==> src/pmh_tx_sched.sv <==
// Shared constants and the transmit message scheduler.
// ============================================================
`timescale 1ns/100ps

package pmh_pkg;
  // Message codes carried on the message ports.
  localparam logic [7:0] MSG_ASSERT_INTA = 8'h20;
  localparam logic [7:0] MSG_ASSERT_INTD = 8'h23;
  localparam logic [7:0] MSG_DEASSERT_INTA = 8'h24;
  localparam logic [7:0] MSG_DEASSERT_INTD = 8'h27;
  localparam logic [7:0] MSG_TURN_OFF = 8'h19;
  localparam logic [7:0] MSG_TURN_OFF_ACK = 8'h1B;
  localparam logic [7:0] MSG_ERR_COR = 8'h30;
  localparam logic [7:0] MSG_ERR_NONFATAL = 8'h31;
  localparam logic [7:0] MSG_ERR_FATAL = 8'h33;
  // Transmit request slots, lowest index wins.
  localparam int REQ_N = 7;
  localparam int REQ_INTA_ON = 0;
  localparam int REQ_INTA_OFF = 1;
  localparam int REQ_TURN_OFF = 2;
  localparam int REQ_TO_ACK = 3;
  localparam int REQ_ERR0 = 4;
  localparam logic [7:0] REQ_CODE [REQ_N] = '{MSG_ASSERT_INTA, MSG_DEASSERT_INTA,
    MSG_TURN_OFF, MSG_TURN_OFF_ACK, MSG_ERR_COR, MSG_ERR_NONFATAL, MSG_ERR_FATAL};
  // Widths and reset values.
  localparam int INT_LINES = 4;
  localparam int ERR_KINDS = 3;
  localparam int MSI_W = 5;
  localparam logic [7:0] CODE_RST = 8'h00;
  // Turn-off handshake states.
  typedef enum logic [2:0] {
    TO_IDLE = 3'b001,
    TO_RP_SENT = 3'b010,
    TO_EP_RCVD = 3'b100
  } pmh_to_state_e;
endpackage

module pmh_tx_sched (
  // Clock and reset.
  input wire logic clk,
  input wire logic rst,
  // Pending requests and the one-cycle grant that retires one.
  input wire logic [pmh_pkg::REQ_N-1:0] req,
  output logic [pmh_pkg::REQ_N-1:0] grant,
  // Outgoing message handshake.
  output logic tx_valid,
  output logic [7:0] tx_code,
  input wire logic tx_ready
);
  import pmh_pkg::*;

  logic [REQ_N-1:0] sel_q, sel_d, pick;
  logic [7:0] code_q, pick_code;
  logic valid_q;
  wire done = valid_q & tx_ready;
  wire load = ~valid_q & (|req);

  // Fixed-priority pick of the lowest pending slot.
  always_comb begin
    pick = '0;
    pick_code = CODE_RST;
    for (int i = REQ_N - 1; i >= 0; i--) begin
      if (req[i]) begin
        pick = '0;
        pick[i] = 1'b1;
        pick_code = REQ_CODE[i];
      end
    end
  end

  assign sel_d = load ? pick : sel_q;
  assign grant = done ? sel_q : '0;
  assign tx_valid = valid_q;
  assign tx_code = code_q;

  // Message stays on the port until the far side takes it.
  always_ff @(posedge clk) begin
    if (rst) begin
      valid_q <= 1'b0;
      sel_q <= '0;
      code_q <= CODE_RST;
    end else begin
      valid_q <= load | (valid_q & ~tx_ready);
      sel_q <= sel_d;
      if (load) begin
        code_q <= pick_code;
      end
    end
  end
endmodule
==> src/pmh_msg_handler.sv <==
// Message handling: interrupts, turn-off handshake and error reporting.
`timescale 1ns/100ps

module pmh_msg_handler (
  // Clock and reset.
  input wire logic clk,
  input wire logic rst,
  // Role: high for Root Port, low for Endpoint.
  input wire logic root_port_mode,
  // Received message strobe.
  input wire logic rx_msg_valid,
  input wire logic [7:0] rx_msg_code,
  // Transmitted message handshake.
  output logic tx_msg_valid,
  output logic [7:0] tx_msg_code,
  input wire logic tx_msg_ready,
  // Endpoint legacy interrupt level and Root Port interrupt status.
  input wire logic app_inta_level,
  output logic [pmh_pkg::INT_LINES-1:0] int_status,
  // Turn-off handshake.
  input wire logic turn_off_request,
  output logic turn_off_received,
  output logic turn_off_ack_seen,
  // Error detection and reporting.
  input wire logic [pmh_pkg::ERR_KINDS-1:0] local_err_detect,
  input wire logic error_clear,
  output logic error_logged,
  output logic [pmh_pkg::ERR_KINDS-1:0] error_kind,
  // Error MSI request.
  input wire logic aer_enable,
  input wire logic [pmh_pkg::MSI_W-1:0] error_msi_vector,
  output logic msi_valid,
  output logic [pmh_pkg::MSI_W-1:0] msi_vector,
  input wire logic msi_ready
);
  import pmh_pkg::*;

  // ============================================================
  // Message decode
  // ============================================================
  // Receive side decode of the incoming message code.
  wire rx_int_on = rx_msg_valid && rx_msg_code >= MSG_ASSERT_INTA
                   && rx_msg_code <= MSG_ASSERT_INTD;
  wire rx_int_off = rx_msg_valid && rx_msg_code >= MSG_DEASSERT_INTA
                    && rx_msg_code <= MSG_DEASSERT_INTD;
  wire rx_turn_off = rx_msg_valid && rx_msg_code == MSG_TURN_OFF;
  wire rx_to_ack = rx_msg_valid && rx_msg_code == MSG_TURN_OFF_ACK;
  wire [ERR_KINDS-1:0] rx_err = {rx_msg_valid && rx_msg_code == MSG_ERR_FATAL,
                                 rx_msg_valid && rx_msg_code == MSG_ERR_NONFATAL,
                                 rx_msg_valid && rx_msg_code == MSG_ERR_COR};
  wire [1:0] rx_line = rx_msg_code[1:0];

  // ============================================================
  // Root Port interrupt status
  // ============================================================
  logic [INT_LINES-1:0] int_q, int_d;

  // One status bit per line; assert sets and deassert clears it.
  for (genvar g = 0; g < INT_LINES; g++) begin : g_line
    wire hit = root_port_mode && rx_line == 2'(g);
    assign int_d[g] = !root_port_mode ? 1'b0 :
                      (hit && rx_int_on) ? 1'b1 :
                      (hit && rx_int_off) ? 1'b0 : int_q[g];
  end

  always_ff @(posedge clk) begin
    if (rst) begin
      int_q <= '0;
    end else begin
      int_q <= int_d;
    end
  end
  assign int_status = int_q;

  // ============================================================
  // Turn-off handshake
  // ============================================================
  pmh_to_state_e to_q, to_d;
  logic ack_seen_q;
  wire rp_to_start = root_port_mode && to_q == TO_IDLE && turn_off_request;
  wire ep_to_ack = !root_port_mode && to_q == TO_EP_RCVD && turn_off_request;

  // Root Port waits for the acknowledge; Endpoint waits for the application.
  always_comb begin
    to_d = to_q;
    unique case (to_q)
      TO_IDLE: begin
        if (rp_to_start) begin
          to_d = TO_RP_SENT;
        end else if (!root_port_mode && rx_turn_off) begin
          to_d = TO_EP_RCVD;
        end
      end
      TO_RP_SENT: begin
        if (rx_to_ack || !root_port_mode) begin
          to_d = TO_IDLE;
        end
      end
      TO_EP_RCVD: begin
        if (ep_to_ack || root_port_mode) begin
          to_d = TO_IDLE;
        end
      end
      default: to_d = TO_IDLE;
    endcase
  end

  always_ff @(posedge clk) begin
    if (rst) begin
      to_q <= TO_IDLE;
      ack_seen_q <= 1'b0;
    end else begin
      to_q <= to_d;
      ack_seen_q <= to_q == TO_RP_SENT && rx_to_ack;
    end
  end
  assign turn_off_received = to_q == TO_EP_RCVD;
  assign turn_off_ack_seen = ack_seen_q;

  // ============================================================
  // Transmit requests
  // ============================================================
  logic inta_prev_q;
  logic [REQ_N-1:0] pend_q, pend_d, set_req, grant;
  wire ep_mode = !root_port_mode;

  // Endpoint drives only line A, from the edges of the application level.
  assign set_req[REQ_INTA_ON] = ep_mode && app_inta_level && !inta_prev_q;
  assign set_req[REQ_INTA_OFF] = ep_mode && !app_inta_level && inta_prev_q;
  assign set_req[REQ_TURN_OFF] = rp_to_start;
  assign set_req[REQ_TO_ACK] = ep_to_ack;
  assign set_req[REQ_N-1:REQ_ERR0] = ep_mode ? local_err_detect : '0;
  // A new request wins over the grant that retires the same slot.
  assign pend_d = set_req | (pend_q & ~grant);

  always_ff @(posedge clk) begin
    if (rst) begin
      pend_q <= '0;
      inta_prev_q <= 1'b0;
    end else begin
      pend_q <= pend_d;
      inta_prev_q <= app_inta_level;
    end
  end

  pmh_tx_sched u_sched (
    .clk(clk),
    .rst(rst),
    .req(pend_q),
    .grant(grant),
    .tx_valid(tx_msg_valid),
    .tx_code(tx_msg_code),
    .tx_ready(tx_msg_ready)
  );

  // ============================================================
  // Root Port error collection
  // ============================================================
  logic err_q, msi_q;
  logic [ERR_KINDS-1:0] kind_q;
  logic [MSI_W-1:0] vec_q;
  // Received and locally detected errors are logged the same way.
  wire [ERR_KINDS-1:0] err_new = root_port_mode ? (rx_err | local_err_detect) : '0;
  wire err_event = |err_new;
  wire msi_load = err_event && aer_enable && !msi_q;

  // Sticky log; a new error in the clearing cycle keeps the flag set.
  always_ff @(posedge clk) begin
    if (rst) begin
      err_q <= 1'b0;
      kind_q <= '0;
    end else begin
      err_q <= err_event | (err_q & ~error_clear);
      kind_q <= err_new | (kind_q & {ERR_KINDS{~error_clear}});
    end
  end

  // MSI request carries the vector the application gave when the request was raised.
  always_ff @(posedge clk) begin
    if (rst) begin
      msi_q <= 1'b0;
      vec_q <= '0;
    end else begin
      msi_q <= msi_load | (msi_q & ~msi_ready);
      if (msi_load) begin
        vec_q <= error_msi_vector;
      end
    end
  end
  assign error_logged = err_q;
  assign error_kind = kind_q;
  assign msi_valid = msi_q;
  assign msi_vector = vec_q;
endmodule

==> config.mk <==
export PLATFORM = sky130hd
export DESIGN_NAME = pmh_msg_handler
export DESIGN_NICKNAME = d
export VERILOG_FILES = /design/src/pmh_tx_sched.sv /design/src/pmh_msg_handler.sv
export SDC_FILE = /design/constraint.sdc
export NUM_CORES = 1
export LEC_CHECK = 0
export BUFFER_PORTS_ARGS = -buffer_cell sky130_fd_sc_hd__buf_4
export CORE_MARGIN = 3
export CORE_UTILIZATION = 51
export CTS_CLUSTER_DIAMETER = 40
export DETAILED_ROUTE_END_ITERATION = 16
export PLACE_DENSITY = 0.77
export SYNTH_ARGS = -nofsm -noshare
export SYNTH_HDL_FRONTEND = slang
export SYNTH_SLANG_ARGS = --single-unit
==> constraint.sdc <==
create_clock -name clk -period 1.7 [get_ports clk]
set_input_delay 0.34 -clock clk [delete_from_list [all_inputs] [get_ports clk]]
set_output_delay 0.34 -clock clk [all_outputs]
set_load 0.05 [all_outputs]
==> run_results.csv, run 1 <==
group,metric,value,unit
power,totalPowerFinal,1831,µW
clock_network,clock-sinks,39,
worst_setup_path,setup.reg_to_reg.worst_slack,0.34,ns
synth,yosysWarnings,0,
synth,synth_top_family_by_area,"simple AND/OR/NAND/NOR gates",
routing,drt_iter0_markers,112,
placed_design,hpwl,2.753,mm
layout,num-nets-final,271,
worst_setup_path,timing.critical_path.slowest_stage_cell,"dfxtp_1",
die,start_util,55.56,%
min_path,hold_path_startpoint,"app_inta_level",
sta,report.final.slew_viol_count,0,
die,fp.dieH,64.61,µm
global_route,total_gr_overflow,0,
run_status,outcome,"finished, final reports clean",
synth,synth_compound_gate_area_share,14.79,%
worst_setup_path,worst-endpoint-arrival,1.14,ns
min_path,hold_crit_class,"input pin to register",
synth,netlist_area,0.001752,mm²
sta,finalSetupTns,0,ns
power,power.density,849.5,mW/mm²
synth,synthCells,200,
worst_setup_path,critPathBufInv,1,
sta,relSlewSlack,65.93,%
worst_setup_path,worstSetupEndpointType,"output port",
worst_setup_path,crit_path_cell_trace,"nand2b_1, nor2_1, buf_4",
synth,synth_simple_gate_area_share,31.21,%
power,max-vdd-ir-drop,558.3,µV
routing,vias,1524,
sta,worst_pin_slew,0.5071,ns
layout,antennaDiodeCount,0,
worst_setup_path,regToRegEndpoint,"u_sched.tx_code[0]",
sta,rsz0062_at_grt,"no",
routing,drc,0,
routing,detail_route.wl_per_cell,12.87,µm
global_route,largest_net_degree_at_the_start_of_global_routing,39,
clock_network,post_cts_resized,0,
worst_setup_path,crit-reg2reg-launch,"pend_q[2]",
layout,layout-drive-gt1-share,24.59,%
sta,hold_viol_final,0,
worst_setup_path,setup.worst_path.class,"register to output port",
synth,synth_fa_ha_area_share,0,%
sta,fin_crit,1.479,ns
die,die_width,64.61,µm
synth,synth_xor_xnor_area_share,0,%
sta,setup_viol,0,
die,top_level_ports,51,
worst_setup_path,cpLargestDelayFamily,"flip-flops",
die,fp-row-count,20,
placed_design,io_buffer_count,48,
die,overall_die_area,0.004174,mm²
worst_setup_path,reg2reg_depth,4,
synth,synthTopCellsByArea,"dfxtp_1 (45%), nor2_1 (6.2%), mux2i_1 (5.1%), nand2b_1 (4.6%), a21oi_1 (4.3%)",
routing,via_per_inst,5.292,
synth,synth_common_cells,"dfxtp_1 (39), nor2_1 (29), nand2_1 (16), a21oi_1 (15), nand2b_1 (13)",
synth,synth.mux.area_fraction,5.143,%
global_route,grt_usage,18.78,%
synth,post_synth_num_cell_types,43,
synth,seq_area_frac_synth,44.57,%
routing,drt_first_pass_iters,4,
worst_setup_path,crit_path_max_fanout,5,
min_path,hold_path_end,"inta_prev_q",
global_route,grt_pass1_vias,1440,
synth,ys_ff_latch,39,
synth,syn-mean-instance-area,8.758,µm²
synth,largest_area_contributor_in_the_synthesized_netlist,"dfxtp_1",
sta,layout_worst_path_cycle_share,86.97,%
layout,area.growth.synth_to_final,23.07,%
worst_setup_path,crit_path_max_incr_delay,0.34,ns
clock_network,insertion_delay,0.34,ns
clock_network,tritoncts,"done",
synth,dominantRegCellSynth,"dfxtp_1",
synth,yosys.cell_count.top_type,"dfxtp_1",
min_path,hold-path-cell-count,2,
clock_network,holdBufCountCts,0,
placed_design,dpl_worst_slack,0.1673,ns
die,core_area,0.003153,mm²
clock_network,clockRootBuffer,"clkbuf_4",
synth,synth-edff-count,0,
sta,max_freq,676.3,MHz
routing,finalWirelength,3.706,mm
sta,finClkSkew,0.005181,ns
worst_setup_path,worstSetupPathDepth,3,
clock_network,cts.htree.levels,2,
global_route,antenna_found_initial,0,
clock_network,clock_path_buffers,2,
worst_setup_path,start_kind,"register",
clock_network,cts_inserted_buffers,5,
synth,synth_top_area_share,44.57,%
worst_setup_path,timing.critical_path.required,1.36,ns
global_route,wire_length_of_the_first_global_routing_pass,6.154,mm
power,power.leakage,0.0009310,µW
placed_design,globalplace.congestion,0.8409,
routing,route.antenna.remaining_nets,0,
sta,layout_setup_ws,0.2214,ns
clock_network,post-cts-setup-buffer-count,0,
synth,async_flop_share,0,%
job,max_cap_violations,0,
clock_network,clk_pin_slew,0.10,ns
-- layer usage --
metal	share of wire (%)	vias up	GRT usage [%]
li1	-	778	-
met1	45	702	22.44
met2	49	40	31.57
met3	5.3	4	6.239
met4	0.97	0	6.332
met5	0	-	0
-- area by class of cell --
type	count	area, µm²
fillers	275	997.2
repair buffers	49	367.9
well taps	44	55.05
multi-input cells	148	903.4
flip-flops and latches	39	780.7
clock buffers	6	41.29
inverters	2	7.507
-- per-stage QoR --
step	utilization (%)	instance area, µm²	hold WS (ns)	cells
2_1_floorplan	-	1755	0.4322	201
3_3_place_gp	67.06	2115	0.4399	282
3_5_place_dp	67.06	2115	0.4456	282
4_1_cts	68.37	2156	0.2208	288
5_1_grt	68.37	2156	0.2471	288
6_report	68.37	2156	0.2325	288
-- placed cells by master, fill, tap and decap left out, types with 3 or more instances in the layout --
master,n
nand2_1,16
a21oi_1,15
nor2b_1,9
nor2_1,29
a22oi_1,5
nand4b_1,3
mux2i_1,9
o21ai_0,4
nand2b_1,13
clkbuf_4,5
nor3b_1,3
nor3_1,5
dfxtp_1,39
buf_4,49
nand3_1,5
-- registers in the layout, indices dropped and copies added (netlist names) --
name / flops
to_q: 3
u_sched.sel_q: 7
turn_off_ack_seen: 1
u_sched.tx_code: 5
msi_vector: 5
u_sched.tx_valid: 1
msi_valid: 1
error_logged: 1
inta_prev_q: 1
error_kind: 3
pend_q: 7
int_status: 4
-- report_power, final --
group	switching (µW)	internal (µW)	total [µW]
clock	278	147	425
combinational	252	152	404
sequential	41.1	961	1000
-- logic make-up after synthesis --
kind of cell | count (synthesis)
AO/OA/AOI/OAI | 39
buffers and inverters | 14
flip-flops | 39
multiplexers | 9
other | 1
AND/OR/NAND/NOR | 98
-- worst max-delay path by stage --
stage,end,startpoint
after global routing,turn_off_received,to_q[0]
after global placement,msi_vector[1],rx_msg_code[6]
final,turn_off_received,to_q[0]
after CTS,turn_off_received,to_q[0]
after detailed placement,to_q[0],rx_msg_code[5]
after floorplan,pend_q[1],u_sched.tx_valid
(Power assumes the default switching activity.)
==> inputs of run 2 (changes only) <==
--- a/config.mk
+++ b/config.mk
@@ -7,10 +7,10 @@
 export LEC_CHECK = 0
 export BUFFER_PORTS_ARGS = -buffer_cell sky130_fd_sc_hd__buf_4
 export CORE_MARGIN = 3
-export CORE_UTILIZATION = 51
+export CORE_UTILIZATION = 46
 export CTS_CLUSTER_DIAMETER = 40
 export DETAILED_ROUTE_END_ITERATION = 16
-export PLACE_DENSITY = 0.77
+export PLACE_DENSITY = 0.73
 export SYNTH_ARGS = -nofsm -noshare
 export SYNTH_HDL_FRONTEND = slang
 export SYNTH_SLANG_ARGS = --single-unit
==> constraint.sdc (replaced) <==
create_clock -name clk -period 1.3 [get_ports clk]
set_input_delay 0.26 -clock clk [delete_from_list [all_inputs] [get_ports clk]]
set_output_delay 0.26 -clock clk [all_outputs]
set_load 0.05 [all_outputs]
==> run_results.csv, run 2 (synthesis results as in run 1) <==
group,metric,value,unit
routing,drt_first_pass_iters,4,
placed_design,dpl_worst_slack,-0.1520,ns
global_route,wire_length_of_the_first_global_routing_pass,6.299,mm
layout,num-nets-final,291,
job,max_cap_violations,0,
placed_design,hpwl,3.019,mm
placed_design,dp.cells,305,
die,fp-row-count,21,
sta,report.final.slew_viol_count,0,
routing,drt_iter0_markers,93,
clock_network,cts_inserted_buffers,5,
clock_network,insertion_delay,0.29,ns
clock_network,post-cts-setup-buffer-count,0,
routing,drc,0,
layout,antennaDiodeCount,0,
worst_setup_path,critPathBufInv,0,
worst_setup_path,start_kind,"register",
die,overall_die_area,0.004585,mm²
worst_setup_path,crit_path_max_incr_delay,0.41,ns
die,start_util,50.13,%
worst_setup_path,crit_path_cell_trace,"nand2b_4, or4_1, o21a_1, a21o_1",
layout,layout-drive-gt1-share,33.08,%
layout,fraction_of_the_core_area_covered_by_cells_at_the_end_of_the_flow,68.64,%
sta,layout_worst_path_cycle_share,99.05,%
routing,via_per_inst,5.122,
layout,layout_commonest_cell,"buf_4",
sta,hold_viol_final,0,
placed_design,io_buffer_count,48,
worst_setup_path,worstSetupEndpointType,"register",
worst_setup_path,worst-endpoint-arrival,1.47,ns
worst_setup_path,crit_path_max_fanout,2,
die,fp.dieH,67.71,µm
die,top_level_ports,51,
die,die_width,67.71,µm
placed_design,globalplace.congestion,0.8548,
global_route,antenna_found_initial,0,
routing,finalWirelength,3.955,mm
global_route,total_gr_overflow,0,
die,core_area,0.003495,mm²
power,power.density,1121,mW/mm²
layout,layout.cells.most_common_list,"buf_4 (67), dfxtp_1 (36), nor2_1 (27), nand2_1 (16), a21oi_1 (15)",
layout,area.growth.synth_to_final,36.93,%
worst_setup_path,cpLargestDelayFamily,"simple AND/OR/NAND/NOR gates",
power,power.leakage,0.001065,µW
power,max-vdd-ir-drop,644.1,µV
clock_network,clock-sinks,39,
worst_setup_path,timing.critical_path.required,1.48,ns
sta,rsz0062_at_grt,"yes",
layout,fin_cells,312,
min_path,hold_crit_class,"input pin to register",
routing,route.antenna.remaining_nets,0,
sta,setup_viol,0,
worst_setup_path,setup.worst_path.class,"register to register",
power,totalPowerFinal,2689,µW
sta,max_freq,776.6,MHz
worst_setup_path,timing.critical_path.slowest_stage_cell,"or4_1",
layout,reg_top3,"pend_q x7, u_sched.sel_q x7",
routing,detail_route.wl_per_cell,12.68,µm
clock_network,clockRootBuffer,"clkbuf_8",
clock_network,clock_path_buffers,2,
run_status,outcome,"finished, final reports clean",
sta,finClkSkew,0.005923,ns
clock_network,cts.htree.levels,2,
global_route,grt_usage,18.24,%
global_route,grt_pass1_vias,1450,
sta,fin_crit,1.288,ns
global_route,largest_net_degree_at_the_start_of_global_routing,18,
clock_network,clk_pin_slew,0.07,ns
sta,layout_setup_ws,0.01240,ns
clock_network,tritoncts,"done",
routing,vias,1598,
sta,finalSetupTns,0,ns
-- run 2: cell types whose count changed in the layout (fill, tap and decap cells not counted), sizes merged --
cell	delta
clkbuf	+1
buf	+20
clkinv	+1
-- run 2: where the power goes --
group	switching (µW)	internal, µW	leakage, µW
Sequential	48.6	1260	0.000319
Combinational	351	251	0.000703
Clock	404	377	0.0000422
-- run 2: area by class of cell --
cell class              instances  area [µm²]
clock buffers                   7       76.32
clock inverters                 1       5.005
fillers                       289        1096
inverters                       2       7.507
multi-input cells             148       935.9
flip-flops and latches         39       787.0
well taps                      46       57.56
repair buffers                 69       529.3
-- run 2: metrics by stage --
step | area, µm² | hold WS, ns
after global routing | 2399 | 0.2184
after CTS | 2376 | 0.1985
after global placement | 2281 | 0.4398
after detailed placement | 2281 | 0.4474
final | 2399 | 0.2038
after floorplan | 1763 | 0.3852
-- run 2: final timing paths --
check | from | to | slack [ns] | depth (start not counted)
hold reg to reg | u_sched.sel_q[4] | u_sched.sel_q[4] | 0.46 | 2
setup reg to reg | to_q[0] | to_q[0] | 0.01 | 4
setup / recovery | to_q[0] | to_q[0] | 0.01 | 4
hold / removal | app_inta_level | inta_prev_q | 0.20 | 2
-- run 2: repair_timing --
action,CTS,global route
setup endpoints to repair,1,7
hold endpoints to repair,0,0
hold buffers,0,0
pin swaps,1,1
resized for setup,5,5
-- run 2: per-layer routing --
metal  up-vias  GRT usage, %  share of wire (%)
li1        820             -                  -
met1       718         22.23                 46
met2        55         28.80                 46
met3         5         7.155                7.4
met4         0         6.835                1.1
met5         -             0                  0
==> inputs of run 3 (changes only) <==
--- a/config.mk
+++ b/config.mk
@@ -10,7 +10,8 @@
 export CORE_UTILIZATION = 46
 export CTS_CLUSTER_DIAMETER = 40
 export DETAILED_ROUTE_END_ITERATION = 16
-export PLACE_DENSITY = 0.73
+export PLACE_DENSITY = 0.72
 export SYNTH_ARGS = -nofsm -noshare
 export SYNTH_HDL_FRONTEND = slang
+export SYNTH_HIERARCHICAL = 1
 export SYNTH_SLANG_ARGS = --single-unit
==> run_results.csv, run 3 <==
group,metric,value,unit
run_status,outcome,"finished, violations left",
run_status,failed_checks,"setup timing",
layout,layout_commonest_cell,"buf_4",
worst_setup_path,start_kind,"register",
power,p_sw_share,29.63,%
synth,yosysWarnings,6,
global_route,grt_pass1_vias,1788,
clock_network,tritoncts,"done",
placed_design,globalplace.congestion,0.8294,
worst_setup_path,worstSetupEndpointType,"output port",
synth,synthTopCellsByArea,"dfxtp_1 (42%), nor2_1 (6.4%), a21oi_1 (3.8%), mux2i_1 (3.8%), and3_1 (3.0%)",
placed_design,hpwl,3.569,mm
global_route,largest_net_degree_at_the_start_of_global_routing,20,
synth,synthCells,218,
sta,hold_viol_final,0,
routing,drc,0,
synth,synth_common_cells,"dfxtp_1 (39), nor2_1 (32), inv_1 (15), a21oi_1 (14), nand2_1 (13)",
die,top_level_ports,51,
die,start_util,49.14,%
power,power.combinational.fraction,25.6,%
job,max_cap_violations,0,
synth,ys_ff_latch,39,
sta,layout_setup_ws,-0.09722,ns
layout,layout.cells.most_common_list,"buf_4 (78), dfxtp_1 (34), nor2_1 (30), inv_1 (15), nand2_1 (13)",
layout,reg_top3,"pend_q x7, u_sched/sel_q x7",
worst_setup_path,timing.critical_path.required,1.04,ns
power,power.density,1196,mW/mm²
worst_setup_path,worst-endpoint-arrival,1.14,ns
die,core_area,0.003799,mm²
sta,rsz0062_at_grt,"yes",
global_route,grt_usage,19.51,%
routing,drt_iter0_markers,106,
clock_network,clockRootBuffer,"clkbuf_8",
clock_network,clock-sinks,39,
placed_design,io_buffer_count,48,
global_route,antenna_found_initial,0,
layout,num-nets-final,324,
synth,dominantRegCellSynth,"dfxtp_1",
die,overall_die_area,0.004859,mm²
clock_network,insertion_delay,0.29,ns
placed_design,dpl_worst_slack,-0.4728,ns
synth,yosys.cell_count.top_type,"dfxtp_1",
synth,largest_area_contributor_in_the_synthesized_netlist,"dfxtp_1",
synth,netlist_area,0.001867,mm²
die,fp-row-count,22,
synth,syn-mean-instance-area,8.563,µm²
layout,layout-drive-gt1-share,40.80,%
routing,route.antenna.remaining_nets,0,
layout,fraction_of_the_core_area_covered_by_cells_at_the_end_of_the_flow,73.09,%
power,power_switching,983.8,µW
min_path,hold_crit_class,"input pin to register",
sta,max_freq,715.7,MHz
die,fp.dieH,69.71,µm
synth,post_synth_num_cell_types,47,
routing,drt_first_pass_iters,4,
power,power.leakage,0.001222,µW
sta,layout_worst_path_cycle_share,107.5,%
routing,vias,1875,
power,internal_dissipation,2336,µW
routing,detail_route.wl_per_cell,14.63,µm
sta,fin_crit,1.397,ns
synth,synth-edff-count,0,
synth,synth_top_area_share,41.82,%
layout,antennaDiodeCount,0,
clock_network,holdBufCountCts,0,
layout,area.growth.synth_to_final,48.73,%
routing,finalWirelength,5.078,mm
clock_network,clk_pin_slew,0.08,ns
global_route,total_gr_overflow,0,
power,power_frac_clock,33.6,%
synth,seq_area_frac_synth,41.82,%
clock_network,cts.htree.levels,2,
clock_network,clock_path_buffers,2,
clock_network,cts_inserted_buffers,5,
die,die_width,69.71,µm
global_route,wire_length_of_the_first_global_routing_pass,7.914,mm
power,max-vdd-ir-drop,880.5,µV
layout,layout.filler_cells,295,
worst_setup_path,crit_path_max_fanout,4,
sta,finalSetupTns,-0.3747,ns
worst_setup_path,setup.worst_path.class,"register to output port",
power,seq_power_share,40.8,%
sta,setup_viol,5,
sta,finClkSkew,0.005759,ns
routing,via_per_inst,5.403,
synth,async_flop_share,0,%
sta,report.final.slew_viol_count,0,
## run 3: path summary, 6_finish.rpt
| path | to | depth (start not counted) | start | slack, ns |
|---|---|---|---|---|
| max | turn_off_received | 4 | to_q[0] | -0.1 |
| max reg2reg | to_q[1] | 5 | to_q[2] | -0.07 |
| min | inta_prev_q | 2 | app_inta_level | 0.20 |
| min reg2reg | u_sched/tx_code[0] | 2 | u_sched/tx_code[0] | 0.45 |
## run 3: stage by stage
step	cells	area (µm²)	hold slack (ns)	total power [µW]
after floorplan	219	1894	0.3488	1827
after global placement	334	2461	0.4411	2103
after detailed placement	334	2461	0.4440	2113
after CTS	343	2638	0.1927	3236
after global routing	347	2776	0.2019	3469
final	347	2776	0.1992	3320
## run 3: repair_timing
item	4_1_cts	5_1_grt
resized for setup	11	23
setup buffers	1	4
setup endpoints to repair	12	22
pin swaps	5	10
## run 3: worst max-delay path, cell delays in order (launching register included)
cell	delay [ns]
dfxtp_2	0.34
nand2b_4	0.15
buf_6	0.12
nor2_4	0.09
buf_8	0.15
## run 3: final cells by class
cell class              instances  area, µm²  share of cell area [%]
clock buffers                   7      97.59                   3.515
well taps                      48      60.06                   2.163
flip-flops and latches         39      789.5                   28.44
inverters                      15      56.30                   2.028
repair buffers                 84      660.6                   23.79
multi-input cells             153       1082                   38.98
clock inverters                 1      30.03                   1.082
## run 3: cells by family after synthesis
group	share of synthesized area (%)
muxes	3.754
buffers and inverters	7.171
DFF	41.82
other	0.2009
and+or+nand+nor	28.89
AOI/OAI and AO/OA	18.16
## run 3: metal layers
layer	vias up	track usage, %	share of wire, %
met4	0	4.681	0.33
met1	880	24.31	44
met3	2	4.783	5.1
met2	59	33.79	51
met5	-	0	0
li1	934	-	-
## run 3: power groups by stage
stage	clock network (µW)	logic (µW)	registers, µW
4_1_cts	1130	762	1340
6_report	1120	849	1350
2_1_floorplan	0	342	1480
3_3_place_gp	0	739	1360
5_1_grt	1190	908	1370
3_5_place_dp	0	747	1370
